**src/pcl_pkg.sv**
```systemverilog
// Package for the clock ratio and low power controller.
// Assumes one 20 MHz system clock; every slower rate is an enable pulse.
package pcl_pkg;

   // System clock rate
   localparam int CLK_HZ = 20_000_000;
   // Reference rate is the system clock divided by this count
   localparam int REF_DIV = 8;

   // Register bus widths
   localparam int ADDR_W = 4;
   localparam int DATA_W = 16;

   // Register word addresses
   localparam logic [ADDR_W-1:0] SYSCTL_ADDR = 4'h0;
   localparam logic [ADDR_W-1:0] STATUS_ADDR = 4'h1;

   // Field positions in the system control word
   localparam int RATIO_LSB = 9;
   localparam int RATIO_MSB = 11;
   localparam int LOWPOW_SEL_LO = 12;
   localparam int LOWPOW_SEL_HI = 13;
   localparam int PER_LSB = 2;
   localparam int PER_N = 6;

   // Field positions in the status word
   localparam int STAT_DIV_LSB = 0;
   localparam int STAT_PDP_BIT = 8;
   localparam int STAT_EXT_BIT = 9;

   // Values after reset
   localparam logic [2:0] RATIO_RESET = 3'h7;
   localparam logic [1:0] LOWPOW_RESET = 2'h0;
   localparam logic [5:0] PER_RESET = 6'h00;
   localparam logic [4:0] DIV_RESET = 5'h10;

   // Low power selector codes
   localparam logic [1:0] LOWPOW_CPU_ONLY = 2'h0;
   localparam logic [1:0] LOWPOW_DOMAIN_STOP = 2'h1;

   // Operating modes
   typedef enum logic [1:0] {
      PCL_RUN,
      PCL_CPU_ONLY_SLEEP,
      PCL_DOMAIN_STOP_SLEEP,
      PCL_DEEP_HALT_SLEEP
   } pcl_mode_t;

   // Ratio code to system clock cycles per output period
   function automatic logic [4:0] pcl_ratio_div(input logic [2:0] code);
      return {1'b0, code, 1'b0} + 5'h02;
   endfunction

endpackage

```
**src/pcl_top.sv**
```systemverilog
// Clock ratio selection, domain gating and low power sequencing.
// Assumes a plain register port driven on CLK_I, and that interrupt
// requests and the idle request come from logic on the same clock.
//
// Contract
// - Ratio field sets output clock rate
// - Ratio field resets to all ones
// - Idle stops CPU clocks, peripherals keep running in CPU-only sleep
// - Separate CPU and system clock domains
// - Bits 13:12 select the sleep depth
// - CPU-only sleep; wakes on peripheral or external interrupts or protect, not on the wakeup interrupt
// - Domain-stop sleep stops both domains
// - Domain-stop keeps loop running; defined wake set
// - Halt stops oscillator, loop, watchdog; protect wakes
// - Peripheral clock enables, all off after reset
`timescale 1ns/1ps
module pcl_top
   import pcl_pkg::*;
(
   input wire logic CLK_I,
   input wire logic RESET_N_I,
   input wire logic [ADDR_W-1:0] ADDR_I,
   input wire logic [DATA_W-1:0] WDATA_I,
   input wire logic WR_I,
   input wire logic RD_I,
   output logic [DATA_W-1:0] RDATA_O,
   input wire logic IDLE_REQ_I,
   input wire logic PERIPH_IRQ_I,
   input wire logic WAKE_IRQ_I,
   input wire logic EXT_IRQ_I,
   input wire logic POWER_DRIVE_PROTECT_IN_I,
   output logic CPU_CLK_EN_O,
   output logic SYS_CLK_EN_O,
   output logic CORE_OUT_CLK_EN_O,
   output logic [PER_N-1:0] PERIPH_CLK_EN_O,
   output logic WATCHDOG_CLK_EN_O,
   output logic PLL_ON_O,
   output logic OSC_ON_O,
   output logic SLEEP_O
);

   // Number of gated enables: CPU, system, watchdog, peripherals
   localparam int GATE_N = PER_N + 3;

   // Whole block state
   typedef struct packed {
      pcl_mode_t st;              // Operating mode
      logic [2:0] ratio;          // Ratio select code
      logic [1:0] lowpow;         // Sleep depth selector
      logic [PER_N-1:0] per_en;   // Peripheral clock enables
      logic [1:0] pdp_sync;       // Protect pin synchroniser
      logic [1:0] ext_sync;       // External interrupt synchroniser
      logic [DATA_W-1:0] rdata;   // Read data
   } pcl_state_t;

   pcl_state_t s_q; // Registered state
   pcl_state_t s_d; // Next state

   logic ref_tick;               // Reference rate pulse
   logic core_tick;              // Output clock rate pulse
   logic [4:0] div_act;          // Divisor in effect
   logic pdp_s;                  // Synchronised protect input
   logic ext_s;                  // Synchronised external interrupt
   logic cpu_on;                 // CPU domain wanted on
   logic sys_on;                 // System domain wanted on
   logic pll_on;                 // Loop running
   logic osc_on;                 // Oscillator running
   logic [GATE_N-1:0] gate_tick; // Tick source per gate
   logic [GATE_N-1:0] gate_on;   // Request per gate
   logic [GATE_N-1:0] gate_en;   // Gated enable per gate

   // Second synchroniser stages only
   assign pdp_s = s_q.pdp_sync[1];
   assign ext_s = s_q.ext_sync[1];

   // Domain requests from the mode
   always_comb begin
      cpu_on = (s_q.st == PCL_RUN);
      sys_on = (s_q.st == PCL_RUN) ||
               (s_q.st == PCL_CPU_ONLY_SLEEP);
      pll_on = (s_q.st != PCL_DEEP_HALT_SLEEP);
      osc_on = (s_q.st != PCL_DEEP_HALT_SLEEP);
   end

   // Ratio divider and reference tick
   pcl_ratio_gen u_ratio (
      .clk_i(CLK_I),
      .rst_n_i(RESET_N_I),
      .osc_on_i(osc_on),
      .pll_on_i(pll_on),
      .sel_i(s_q.ratio),
      .ref_tick_o(ref_tick),
      .out_tick_o(core_tick),
      .div_act_o(div_act)
   );

   // Gate sources: 0 CPU, 1 system, 2 watchdog, rest peripherals
   always_comb begin
      gate_tick = {GATE_N{core_tick}};
      gate_tick[2] = ref_tick;
      gate_on = {s_q.per_en & {PER_N{sys_on}}, osc_on, sys_on, cpu_on};
   end

   // One glitch-free gate per gated clock enable
   genvar gi;
   generate
      for (gi = 0; gi < GATE_N; gi++) begin : g_gate
         pcl_clk_gate u_gate (
            .clk_i(CLK_I),
            .rst_n_i(RESET_N_I),
            .tick_i(gate_tick[gi]),
            .on_i(gate_on[gi]),
            .en_o(gate_en[gi])
         );
      end
   endgenerate

   // Next state: registers, synchronisers and mode sequencing
   always_comb begin
      s_d = s_q;
      // Pin synchronisers
      s_d.pdp_sync = {s_q.pdp_sync[0], POWER_DRIVE_PROTECT_IN_I};
      s_d.ext_sync = {s_q.ext_sync[0], EXT_IRQ_I};
      // Register write
      if (WR_I && ADDR_I == SYSCTL_ADDR) begin
         s_d.ratio = WDATA_I[RATIO_MSB:RATIO_LSB];
         s_d.lowpow = WDATA_I[LOWPOW_SEL_HI:LOWPOW_SEL_LO];
         s_d.per_en = WDATA_I[PER_LSB+PER_N-1:PER_LSB];
      end
      // Read data stand one cycle, zero otherwise
      s_d.rdata = '0;
      if (RD_I) begin
         case (ADDR_I)
            SYSCTL_ADDR: begin
               s_d.rdata[RATIO_MSB:RATIO_LSB] = s_q.ratio;
               s_d.rdata[LOWPOW_SEL_HI:LOWPOW_SEL_LO] = s_q.lowpow;
               s_d.rdata[PER_LSB+PER_N-1:PER_LSB] = s_q.per_en;
            end
            STATUS_ADDR: begin
               s_d.rdata[STAT_DIV_LSB+4:STAT_DIV_LSB] = div_act;
               s_d.rdata[STAT_PDP_BIT] = pdp_s;
               s_d.rdata[STAT_EXT_BIT] = ext_s;
            end
            // Unmapped reads give zero
            default: begin
               s_d.rdata = '0;
            end
         endcase
      end
      // Mode sequencing
      case (s_q.st)
         PCL_RUN: begin
            // Idle instruction enters the selected depth
            if (IDLE_REQ_I) begin
               if (s_q.lowpow[1]) begin
                  // Flash is left to software
                  s_d.st = PCL_DEEP_HALT_SLEEP;
               end else if (s_q.lowpow == LOWPOW_DOMAIN_STOP) begin
                  s_d.st = PCL_DOMAIN_STOP_SLEEP;
               end else begin
                  s_d.st = PCL_CPU_ONLY_SLEEP;
               end
            end
         end
         PCL_CPU_ONLY_SLEEP: begin
            // Peripheral, external or protect wake
            if (PERIPH_IRQ_I || ext_s || pdp_s) begin
               s_d.st = PCL_RUN;
            end
         end
         PCL_DOMAIN_STOP_SLEEP: begin
            // Wakeup, external or protect wake
            if (WAKE_IRQ_I || ext_s || pdp_s) begin
               s_d.st = PCL_RUN;
            end
         end
         PCL_DEEP_HALT_SLEEP: begin
            // Only the protect input or reset leaves halt
            if (pdp_s) begin
               s_d.st = PCL_RUN;
            end
         end
         default: begin
            s_d.st = PCL_RUN;
         end
      endcase
   end

   // State register with synchronous reset
   always_ff @(posedge CLK_I) begin
      if (!RESET_N_I) begin
         s_q <= '{st: PCL_RUN, ratio: RATIO_RESET, lowpow: LOWPOW_RESET,
                  per_en: PER_RESET, pdp_sync: 2'h0, ext_sync: 2'h0,
                  rdata: '0};
      end else begin
         s_q <= s_d;
      end
   end

   // Outputs
   assign RDATA_O = s_q.rdata;
   assign CORE_OUT_CLK_EN_O = core_tick;
   assign CPU_CLK_EN_O = gate_en[0];
   assign SYS_CLK_EN_O = gate_en[1];
   assign WATCHDOG_CLK_EN_O = gate_en[2];
   assign PERIPH_CLK_EN_O = gate_en[GATE_N-1:3];
   assign PLL_ON_O = pll_on;
   assign OSC_ON_O = osc_on;
   assign SLEEP_O = (s_q.st != PCL_RUN);

   // Helper: cycles since the last output tick
   logic [4:0] gap_q;
   logic seen_q;
   always_ff @(posedge CLK_I) begin
      if (!RESET_N_I || !pll_on) begin
         gap_q <= 5'h00;
         seen_q <= 1'b0;
      end else if (core_tick) begin
         gap_q <= 5'h00;
         seen_q <= 1'b1;
      end else if (gap_q != 5'h1f) begin
         gap_q <= gap_q + 5'h01;
      end
   end
endmodule

```
**src/pcl_clk_gate.sv**
```systemverilog
// Enable gate for one clock domain, built from a tick pulse.
// Assumes tick_i is never high two cycles running.
`timescale 1ns/1ps
module pcl_clk_gate
   import pcl_pkg::*;
(
   input wire logic clk_i,
   input wire logic rst_n_i,
   input wire logic tick_i,
   input wire logic on_i,
   output logic en_o
);

   // Gate state
   typedef struct packed {
      logic gate;
   } pcl_gate_t;

   pcl_gate_t s_q; // Registered state
   pcl_gate_t s_d; // Next state

   // Gate may only move between ticks, so no pulse is cut
   always_comb begin
      s_d = s_q;
      if (!tick_i) begin
         s_d.gate = on_i;
      end
   end

   // State register with synchronous reset
   always_ff @(posedge clk_i) begin
      if (!rst_n_i) begin
         s_q <= '0;
      end else begin
         s_q <= s_d;
      end
   end

   // Whole pulses only
   assign en_o = tick_i & s_q.gate;

endmodule

```
**src/pcl_ratio_gen.sv**
```systemverilog
// Ratio divider: reference tick and output clock tick from the system clock.
// Assumes the ratio code may change at any time.
`timescale 1ns/1ps
module pcl_ratio_gen
   import pcl_pkg::*;
(
   input wire logic clk_i,
   input wire logic rst_n_i,
   input wire logic osc_on_i,
   input wire logic pll_on_i,
   input wire logic [2:0] sel_i,
   output logic ref_tick_o,
   output logic out_tick_o,
   output logic [4:0] div_act_o
);

   // Divider state
   typedef struct packed {
      logic [4:0] cnt;
      logic [4:0] div;
      logic [2:0] ref_cnt;
   } pcl_div_t;

   pcl_div_t s_q; // Registered state
   pcl_div_t s_d; // Next state

   // Period ends on the last count of the active divisor
   assign out_tick_o = pll_on_i && (s_q.cnt == s_q.div - 5'h01);
   assign ref_tick_o = osc_on_i && (s_q.ref_cnt == 3'(REF_DIV - 1));
   assign div_act_o = s_q.div;

   // Counters; new ratio taken at a period boundary or while the loop is stopped
   always_comb begin
      s_d = s_q;
      if (!osc_on_i) begin
         s_d.ref_cnt = 3'h0;
      end else begin
         s_d.ref_cnt = s_q.ref_cnt + 3'h1;
      end
      if (!pll_on_i) begin
         // Stopped loop restarts with a fresh whole period
         s_d.cnt = 5'h00;
         s_d.div = pcl_ratio_div(sel_i);
      end else if (out_tick_o) begin
         s_d.cnt = 5'h00;
         s_d.div = pcl_ratio_div(sel_i);
      end else begin
         s_d.cnt = s_q.cnt + 5'h01;
      end
   end

   // State register with synchronous reset
   always_ff @(posedge clk_i) begin
      if (!rst_n_i) begin
         s_q <= '{cnt: 5'h00, div: DIV_RESET, ref_cnt: 3'h0};
      end else begin
         s_q <= s_d;
      end
   end

endmodule

```
**config.mk**
```make
export PLATFORM = sky130hd
export DESIGN_NAME = pcl_top
export DESIGN_NICKNAME = d
export VERILOG_FILES = /design/src/pcl_pkg.sv /design/src/pcl_top.sv /design/src/pcl_clk_gate.sv /design/src/pcl_ratio_gen.sv
export SDC_FILE = /design/constraint.sdc
export NUM_CORES = 1
export LEC_CHECK = 0
export BUFFER_PORTS_ARGS = -buffer_cell sky130_fd_sc_hd__buf_2
export CORE_MARGIN = 2
export CORE_UTILIZATION = 45
export DETAILED_ROUTE_END_ITERATION = 10
export HOLD_SLACK_MARGIN = 0.15
export PLACE_DENSITY_LB_ADDON = 0.25
export SLEW_MARGIN = 20
export SYNTH_ARGS = -nofsm -noshare
export SYNTH_HDL_FRONTEND = slang
export SYNTH_SLANG_ARGS = --single-unit
```
**constraint.sdc**
```tcl
create_clock -name CLK_I -period 3.73 [get_ports CLK_I]
set_input_delay 0.5595 -clock CLK_I [delete_from_list [all_inputs] [get_ports CLK_I]]
set_output_delay 0.5595 -clock CLK_I [all_outputs]
set_load 0.02 [all_outputs]
```
## After elaboration in Yosys (flattened, before gate mapping)

Index checks and enable logic that the tools add are counted.
Widths: inputs -> output; s select.

| storage, ports and cells | value |
|---|---|
| output and inout bits | 29 |
| bits in registers | 55 |
| input bits | 29 |
| logic and storage cells | 79 |

| operators by class | value |
|---|---|
| reductions and logical operators | 17 |
| equal/unequal tests | 13 |
| mux-type cells | 11 |
| $add $sub $neg | 4 |
| bitwise operators | 12 |

Operator list:

| cell | count |
|---|---|
| $mux 2 | 6 |
| $mux 5 | 2 |
| $ne 2x2->1 const B | 5 |
| $and 1x1->1 | 9 |
| $pmux 2 s4 | 1 |
| $and 6x6->6 | 1 |
| $pmux 3 s2 | 1 |
| $reduce_and 3->1 | 2 |
| $add 4x2->5 const B | 1 |
| $add 5x1->5 const B | 1 |
| $eq 5x5->1 | 1 |
| $logic_or 1x1->1 | 5 |
| $sub 5x1->5 const B | 1 |
| $eq 2x1->1 const B | 2 |
| $eq 2x2->1 const B | 2 |
| $eq 4x1->1 const B | 1 |
| $logic_not 4->1 | 1 |
| $reduce_and 2->1 | 2 |
| $reduce_and 4->1 | 1 |
| $add 3x1->3 const B | 1 |
| $eq 3x3->1 const B | 1 |
| $logic_and 1x1->1 | 3 |
| $reduce_or 3->1 | 1 |
| $logic_not 2->1 | 1 |
| 4 further kinds | 5 |

## Logic depth before layout (Yosys ltp)

Gate-level depths: netlist of the first run.

| depth | value |
|---|---|
| depth after elaboration | 5 |
| gate-level depth with buffers | 8 |
| depth with buffers taken out | 6 |

## Cells and area by module

From an unflattened synthesis of the first run, not the netlist that was laid out.

| second synthesis, totals | value |
|---|---|
| cells, all modules | 237 |
| area, all modules | 2351.0 sq um |

Modules (own cells, without submodules):

| module | times used | seq. area each (sq um) | cells each | area an instance (sq um) |
|---|---|---|---|---|
| pcl_top | 1 | 620.6 | 131 | 1270.0 |
| pcl_ratio_gen | 1 | 240.2 | 70 | 686.9 |
| pcl_clk_gate | 9 | 20.0 | 4 | 43.8 |

## Worst setup path before layout of the first run

OpenSTA, ideal clock, no wires.

| timing path | value |
|---|---|
| path type | register to output |
| from | register u_ratio.s_q, in the netlist u_ratio.div_act_o[1] |
| to | output SYS_CLK_EN_O |
| data required time | 3.171 ns |
| slack | 1.197 ns |
| buffers on the path | 0 |
| cell stages (with the launch flop) | 7 |
| data arrival time | 1.973 ns |
| cells stage by stage | dfxtp_1 -> inv_1 -> ha_1 -> xor2_1 -> nand4b_4 -> nor3_1 -> and2_1 |

| on the way | value |
|---|---|
| cells in the longest elaborated chain, start to end | 4 |

Ends and longest elaborated chain:

| element | RTL line | text |
|---|---|---|
| from (decl) | pcl_ratio_gen.sv:24 | `pcl_div_t s_q;` |
| from (signal assigned) | pcl_ratio_gen.sv:55 | `s_q <= '{cnt: 5'h00, div: DIV_RESET, ref_cnt: 3'h0};` |
| $sub 5x1->5 | pcl_ratio_gen.sv:28 | `assign out_tick_o = pll_on_i && (s_q.cnt == s_q.div - 5'h01);` |
| $eq 5x5->1 | pcl_ratio_gen.sv:28 |  |
| $logic_and 1x1->1 | pcl_ratio_gen.sv:28 |  |
| via CORE_OUT_CLK_EN_O | pcl_top.sv:34 | `output logic CORE_OUT_CLK_EN_O,` |
| $and 1x1->1 | pcl_clk_gate.sv:40 | `assign en_o = tick_i & s_q.gate;` |
| to (decl) | pcl_top.sv:33 | `output logic SYS_CLK_EN_O,` |

The timed path passes the listed nets, and every way through them passes these cells.

## Worst setup path in the final report of the first run

| timing path | value |
|---|---|
| from | register u_ratio.s_q, in the netlist u_ratio.div_act_o[1] |
| to | output CPU_CLK_EN_O |

| on the way | value |
|---|---|
| cells in the longest elaborated chain, start to end | 4 |

Ends and longest elaborated chain:

| element | RTL line | text |
|---|---|---|
| $sub 5x1->5 | pcl_ratio_gen.sv:28 |  |
| $eq 5x5->1 | pcl_ratio_gen.sv:28 |  |
| $logic_and 1x1->1 | pcl_ratio_gen.sv:28 |  |
| $and 1x1->1 | pcl_clk_gate.sv:40 |  |
| to (decl) | pcl_top.sv:32 | `output logic CPU_CLK_EN_O,` |

Every way passes these cells.

==> run metrics, run 1 <==
Synth area leader=dfxtp_1; Post-synth EDFFs=0; Pleak=1.29 nW; Longest Clk Path Bufs=2; CTS root buf=clkbuf_8; top cells by count, synth=dfxtp_1 (51), buf_4 (23), nor2_1 (19), mux2i_1 (17), and2_1 (13); Clock Skews=0.0137 ns; TritonRoute pass-1 iters=4; Starting DRT DRC Count=55; Max FO, Critical Path=9; H-tree depth=2; antenna-violating nets left=0; total number of placement rows=25; Clock Sinks=51; largest net degree at the start of global routing=22; core area=4820 um2; #FFs+latches synth=51; worst-skew pair later-pin latency=0.30 ns; Via density=4.99; nets=302; die outline width=75.4 um; GP Congestion=0.735; Yosys cell types=39; Max Fclk=338 MHz; RSZ-0062 raised after global routing=false; CTS tree=built; slew margin rel.=49.0%; per-cell routed wire length=13.0 um; Required @ worst endpoint=3.17 ns; Area contributors post-synth=dfxtp_1 (45%), buf_4 (7.5%), mux2i_1 (7.4%); Congestion Overflow GR=0; dpl cells=328; fin crit share=79.2%; Num CTS Buffers=5; Clock transition at path regs=0.09 ns; run status=complete, no violations; Mapped Area=2290 um2; Avg Inst Size Synth=9.40 um2; startpoint types=register; final hold vios=0; Slew @ Worst Pin=0.763 ns; most common cell in the netlist=dfxtp_1; I/O Buffers=49; Total Power=1.10 mW; number of global-route vias before repair=1,573; Setup crit end kind=output pin; YS warnings=0; Syn Inst Count=244; Async S/R FF share, synth=0%; Initial Util=47.6%; share of the synthesized area in the top cell type=44.5%; Area Overhead vs Synth=9.77%; Die Span Y=75.4 um; fillers=491; worst setup path class=reg -> out; Max Slew Vio Count=0; hold buffer count at CTS=0; post-CTS resize count=0; Hold WS=0.425 ns; Post-CTS Setup Repair Bufs=0; first-pass GRT wire length=7.36 mm; antenna cells=0; I/O pin count=58; Die ar.=5680 um2; pwr dens=437 nW/um2; Final Setup Violations=0; maxcap violations=0; detailed-route DRC error count=0; layout cells sized above 1=22.7%; sequential area share after synthesis=44.5%; setup TNS=0 ns; ys flop type=dfxtp_1; min cycle time layout=2.96 ns; post-DP HPWL=3.12 mm; maximum vdd drop=0.204 mV; antenna violations before repair=0; WL final=4.35 mm; Worst Path Arrival=2.40 ns; HP Class=reg -> reg; post-route insts no fill=336; Total Routing Usage GR=17.2%; routed via count=1,677
[logic make-up (layout without fill, tap and decap cells)]
logic type / count (synthesis) / count (layout) / share of synthesized area [%]
xor+xnor: 10 / 10 / 5.18
mux: 17 / 17 / 7.42
fa+ha+maj: 5 / 5 / 2.73
flops: 51 / 51 / 44.5
compound gates: 31 / 31 / 8.07
buf+inv: 47 / 70 / 11.9
simple gates: 82 / 82 / 20.0
other cells: 1 / 3 / 0.164
[metal layers]
layer | global-route usage, % | vias up | part of all wire [%]
met5 | 0 | - | 0
met4 | 6.43 | 0 | 1.7
met3 | 4.37 | 6 | 3.9
met2 | 27.9 | 37 | 49
met1 | 22.2 | 786 | 46
li1 | - | 848 | -
[power breakdown]
group | internal (mW) | switching [mW]
logic | 0.0525 | 0.0834
clock network | 0.203 | 0.181
registers | 0.563 | 0.0167
total | 0.818 | 0.281
[placed cells by master (no fill, tap or decap), types with 2 or more instances in the layout]
cell type / instances
o211ai_1: 3
and2_1: 13
inv_1: 12
mux2i_1: 17
ha_1: 5
clkbuf_8: 5
nand2_1: 7
xor2_1: 5
nor3_1: 7
nor2b_1: 6
nand3_1: 8
dfxtp_1: 51
and3_1: 6
o21ai_0: 10
buf_2: 49
a211oi_1: 2
xnor2_1: 2
a21oi_1: 10
nand4_1: 7
or4_1: 2
nor2_1: 19
xnor2_2: 2
nand2b_1: 2
conb_1: 3
[through the flow]
stage          setup WS (ns)  area, um2  util [%]
2_1_floorplan           1.20       2300         -
3_3_place_gp            1.19       2410      49.9
3_5_place_dp            1.17       2410      49.9
4_1_cts                0.808       2520      52.3
5_1_grt                0.612       2520      52.3
6_report               0.775       2520      52.3
[final timing paths]
check                                    startpoint                                 to  slack [ns]  cells after the start
setup / recovery  u_ratio.div_act_o[1]$_SDFFE_PN0P_                       CPU_CLK_EN_O        0.77                      7
hold / removal            u_ratio.s_q[0]$_SDFF_PN0_          u_ratio.s_q[0]$_SDFF_PN0_        0.43                      1
setup reg to reg  u_ratio.div_act_o[1]$_SDFFE_PN0P_  g_gate[0].u_gate.s_q$_SDFFE_PN0N_        1.64                      6
hold reg to reg           u_ratio.s_q[0]$_SDFF_PN0_          u_ratio.s_q[0]$_SDFF_PN0_        0.43                      1
[worst max-delay path: stages (launching register included)]
cell,delay (ns)
dfxtp_1,0.44
inv_1,0.09
ha_1,0.30
xor2_1,0.32
and4b_1,0.49
nand4_1,0.18
inv_1,0.10
buf_2,0.16
[layout make-up]
type / count / area [um2] / area share (%)
clock buffers: 6 / 72.6 / 2.88
multi-input cells: 148 / 1010 / 40.0
flip-flops and latches: 51 / 1020 / 40.6
well taps: 67 / 83.8 / 3.33
clock inverters: 2 / 38.8 / 1.54
repair buffers: 49 / 245 / 9.74
inverters: 13 / 48.8 / 1.94
[sequential cells by signal, summed over array words and instances (netlist names)]
name               flops
RDATA_O               13
ext_s                  1
u_ratio.div_act_o      4
s_d                    2
g_gate.u_gate.s_q      9
pdp_s                  1
u_ratio.s_q            8
s_q                   13
(Power assumes the default switching activity.)
==> run 2, diff against run 1 <==
ABC_AREA = 1   (was unset)
clock period = 2.88 ns   (was 3.73 ns; I/O delays follow)
==> run metrics, run 2 <==
run status=complete, no violations; post-synthesis mux area share=0%; post-synthesis compound-gate area fraction=9.74%; most common cell in the netlist=dfxtp_1; Sequential Area=1020 um2; hold buffer count at CTS=0; CTS root buf=clkbuf_8; Pleak=1.29 nW; post-DP HPWL=2.85 mm; Die ar.=5550 um2; Starting DRT DRC Count=56; Max FO, Critical Path=10; GP Congestion=0.793; Area contributors post-synth=dfxtp_1 (46%), buf_4 (7.7%), inv_1 (7.2%); slew margin rel.=53.9%; WL final=3.97 mm; maxcap violations=0; setup TNS=0 ns; Max Slew Vio Count=0; HP Class=in -> reg; Yosys cell types=29; Post-synth EDFFs=0; Longest Clk Path Bufs=2; pwr dens=639 nW/um2; worst slack at placement=0.828 ns; startpoint types=register; antenna cells=0; Total Routing Usage GR=15.5%; Area Overhead vs Synth=8.45%; per-cell routed wire length=10.6 um; min cycle time layout=2.37 ns; worst-skew pair later-pin latency=0.30 ns; maximum vdd drop=0.371 mV; fillers=484; commonest non-fill, non-tap cell in the layout=dfxtp_1; Required @ worst endpoint=2.45 ns; share of the synthesized area in the top cell type=45.7%; Post-CTS Setup Repair Bufs=0; post-layout util=51.0%; Setup crit end kind=output pin; fin crit share=82.2%; Mapped Area=2240 um2; H-tree depth=2; Max Fclk=422 MHz; I/O pin count=58; Slew @ Worst Pin=0.690 ns; XOR/XNOR Fraction of Synth Area=0.783%; total number of placement rows=25; first-pass GRT wire length=6.55 mm; Via density=4.61; CTS tree=built; detailed-route DRC error count=0; largest net degree at the start of global routing=21; Clock transition at path regs=0.09 ns; Avg Inst Size Synth=7.90 um2; nets=344; sequential area share after synthesis=45.7%; area of the multi-input gates=830 um2; Die Span Y=74.5 um; layout cells sized above 1=21.7%; number of global-route vias before repair=1,505; final hold vios=0; Worst Path Arrival=1.94 ns; fin area=2420 um2; main combinational cell family by area after synthesis=simple AND/OR/NAND/NOR gates; #FFs+latches synth=51; worst setup path class=reg -> out; Syn Inst Count=283; Cell Area, Placed=2350 um2; YS warnings=0; simple logic cell fraction of the synthesized area=23.3%; TritonRoute pass-1 iters=6; I/O Buffers=49; Synth area leader=dfxtp_1; routed via count=1,732; Hold WS=0.312 ns; Final Setup Violations=0; Async S/R FF share, synth=0%; RSZ-0062 raised after global routing=false; post-CTS resize count=0; most frequent cells in the layout=dfxtp_1 (51), buf_2 (49), inv_1 (43); antenna violations before repair=0; Num CTS Buffers=5; ys flop type=dfxtp_1; post-synthesis adder-cell area fraction=2.80%; top cells by count, synth=dfxtp_1 (51), inv_1 (43), nand2_1 (33), nor2_1 (29), a21oi_1 (24); core area=4750 um2; Initial Util=47.0%; Clock Sinks=51; antenna-violating nets left=0; die outline width=74.5 um; Clock Skews=0.00257 ns; final worst setup slack=0.511 ns; Congestion Overflow GR=0
## run 2: cell types whose count changed after synthesis, moves of 6 or more
cell | previous run | this run
a21oi_1 | 10 | 24
inv_1 | 12 | 43
nand3_1 | 8 | 19
and2_1 | 13 | 0
mux2i_1 | 17 | 0
nor2b_1 | 6 | 0
nor2_1 | 19 | 29
nand2_1 | 7 | 33
and3_1 | 6 | 0
## run 2: logic make-up (layout without fill, tap and decap cells)
family	after synthesis	in the layout
simple gates	106	106
buf+inv	76	100
flops	51	51
compound gates	42	42
fa+ha+maj	5	5
xor+xnor	2	2
other cells	1	3
## run 2: area by class of cell
class                      count  area share (%)
inverter                      45            6.97
tap                           67            3.46
clock buffer                   5            2.84
clock inverter                 1           0.310
timing repair buffer          49            10.1
multi-input combinational    158            34.2
sequential                    51            42.1
## run 2: final timing paths
kind                            cells after the start  slack (ns)                           endpoint                              start
worst max-delay path                               10        0.51                       SYS_CLK_EN_O  u_ratio.div_act_o[1]$_SDFFE_PN0P_
worst max register to register                     12        1.05  u_ratio.div_act_o[3]$_SDFFE_PN0P_  u_ratio.div_act_o[1]$_SDFFE_PN0P_
worst min-delay path                                3        0.31                 s_d[17]$_SDFF_PN0_                          EXT_IRQ_I
worst min register to register                      2        0.42                   pdp_s$_SDFF_PN0_                 s_d[19]$_SDFF_PN0_
## run 2: critical path, stage by stage (launching register included)
cell and delay, ns:
dfxtp_1 0.37, inv_2 0.07, ha_1 0.31, nand2_1 0.07, nand2_1 0.06, nor2_2 0.09, nand2_2 0.09, nor2_8 0.20
nand4_1 0.13, inv_1 0.10, buf_2 0.16
## run 2: through the flow
step,cells,total power [mW]
floorplan,285,1.11
global placement,370,1.18
detailed placement,370,1.19
CTS,376,1.57
global route,376,1.65
finish,376,1.55
## run 2: power by group
| group | switching (mW) | internal, mW | total (mW) |
|---|---|---|---|
| registers | 0.0321 | 0.762 | 0.795 |
| clock network | 0.220 | 0.162 | 0.382 |
| logic | 0.249 | 0.124 | 0.373 |
## run 2: per-layer routing
metal	share of wire, %	GRT usage [%]	vias up
met5	0	0	-
met4	1.4	6.55	0
met3	5.0	4.20	4
met2	45	25.1	44
met1	49	19.5	756
li1	-	-	928
==> run 3, diff against run 2 <==
clock period = 2.4 ns   (was 2.88 ns; I/O delays follow)
==> run metrics, run 3 (same netlist as run 2, synthesis figures left out) <==
core area=4750 um2; Required @ worst endpoint=2.04 ns; fin area=2470 um2; commonest non-fill, non-tap cell in the layout=dfxtp_1; CTS root buf=clkbuf_8; Initial Util=47.0%; Hold WS=0.228 ns; Switch Pwr=0.628 mW; CTS tree=built; CP cell instances=inv_2 -> ha_1 -> nand2_1 -> nand2_1 -> nor2_2 -> nand2_4 -> nor2_4 -> nand4_1 -> inv_1 -> buf_2; Slew @ Worst Pin=0.702 ns; Max Fclk=447 MHz; nets=346; number of global-route vias before repair=1,444; I/O Buffers=49; GRT met2 Usage=23.5%; Levels on crit path=10; slowest CP cell=dfxtp_2; Clock transition at path regs=0.09 ns; WL final=4.08 mm; Cell Area, Placed=2350 um2; Clock power frac=26.7%; slew margin rel.=53.1%; P_int=1.30 mW; R2R depth=13; Die ar.=5550 um2; min cycle time layout=2.24 ns; CP delay by family, top=simple AND/OR/NAND/NOR gates; most frequent cells in the layout=dfxtp_1 (50), buf_2 (49), inv_1 (43); routed via count=1,745; slowest cell delay on critical path=0.35 ns; Sw Share=32.5%; total number of placement rows=25; logic gate share of total power=24.0%; Pleak=1.32 nW; Clock Skews=0.00701 ns; CP most frequent cell=nand2_1; Seq pwr share=49.3%; startpoint types=register; Max FO, Critical Path=5; Total Routing Usage GR=15.6%; largest net degree at the start of global routing=21; antenna cells=0; Die Span Y=74.5 um; layout cells sized above 1=22.7%; Starting DRT DRC Count=78; antenna-violating nets left=0; antenna violations before repair=0; GP Congestion=0.794; die outline width=74.5 um; pwr dens=782 nW/um2; met3 usage=5.01%; hold buffer count at CTS=0; post-DP HPWL=2.88 mm; per-cell routed wire length=10.7 um; met1 usage=21.0%; final hold vios=0; run status=complete, no violations; Max Slew Vio Count=0; detailed-route DRC error count=0; worst path bufs/invs=3; H-tree depth=2; fin crit share=93.2%; TritonRoute pass-1 iters=4; HP Class=in -> reg; maximum vdd drop=0.353 mV; Clock Sinks=51; worst setup path class=reg -> out; Total Power=1.93 mW; Final Setup Violations=0; Setup crit end kind=output pin; Congestion Overflow GR=0; Min-Delay Path Depth=3; Longest Clk Path Bufs=2; GRT busiest layer=met2; worst-skew pair later-pin latency=0.31 ns; Worst Path Arrival=1.88 ns; Via density=4.59; I/O pin count=58; Num CTS Buffers=5; Area Overhead vs Synth=10.4%; maxcap violations=0; first-pass GRT wire length=6.52 mm
==> run 3: path summary, 6_finish.rpt <==
path                                startpoint                           endpoint  slack, ns
max          u_ratio.div_act_o[1]$_SDFFE_PN0P_                 PERIPH_CLK_EN_O[3]       0.16
min                   POWER_DRIVE_PROTECT_IN_I                 s_d[19]$_SDFF_PN0_       0.23
max reg2reg  u_ratio.div_act_o[1]$_SDFFE_PN0P_  u_ratio.div_act_o[3]$_SDFFE_PN0P_       0.52
min reg2reg                 s_d[19]$_SDFF_PN0_                   pdp_s$_SDFF_PN0_       0.42
==> run 3: layout make-up <==
type / instances / area, um2
flip-flops and latches: 51 / 1020
clock inverters: 1 / 8.76
multi-input cells: 159 / 846
inverters: 45 / 169
fillers: 504 / 2290
repair buffers: 50 / 253
well taps: 67 / 83.8
clock buffers: 7 / 86.3
==> run 3: what timing repair did <==
action                     CTS  global route
setup endpoints to repair    0             8
resized for setup            0             2
buffers inserted             0             1
==> run 3: power by group through the flow <==
stage          combinational, mW  clock (mW)  sequential [mW]
3_3_place_gp               0.440           0            0.971
3_5_place_dp               0.450           0            0.973
2_1_floorplan              0.372           0            0.965
4_1_cts                    0.451       0.532            0.953
5_1_grt                    0.531       0.563            0.961
6_report                   0.463       0.515            0.953
==> run 3: stage by stage <==
step	setup TNS (ns)	worst slack, ns	instances	util [%]
floorplan	0	0.608	285	-
global placement	0	0.433	370	49.4
detailed placement	0	0.413	370	49.4
CTS	0	0.0680	378	51.4
global route	-0.00308	-0.00308	380	51.9
finish	0	0.164	380	51.9
==> run 3: metal layers <==
layer  part of all wire, %  wire length (um)
met1                    48              1960
met2                    44              1790
met3                   6.5               265
met4                   1.5                60
met5                     0                 0
==> run 3: worst register-to-register path: stages (launching register included) <==
cell and delay (ns):
dfxtp_2 0.35, inv_2 0.05, ha_1 0.30, nand2_1 0.07, nand2_1 0.05, nor2_2 0.13
nand2_4 0.10, nor2_4 0.15, buf_4 0.14, nand2_4 0.12, nand2_2 0.16, nand2_1 0.06
nand2_1 0.05, inv_1 0.03
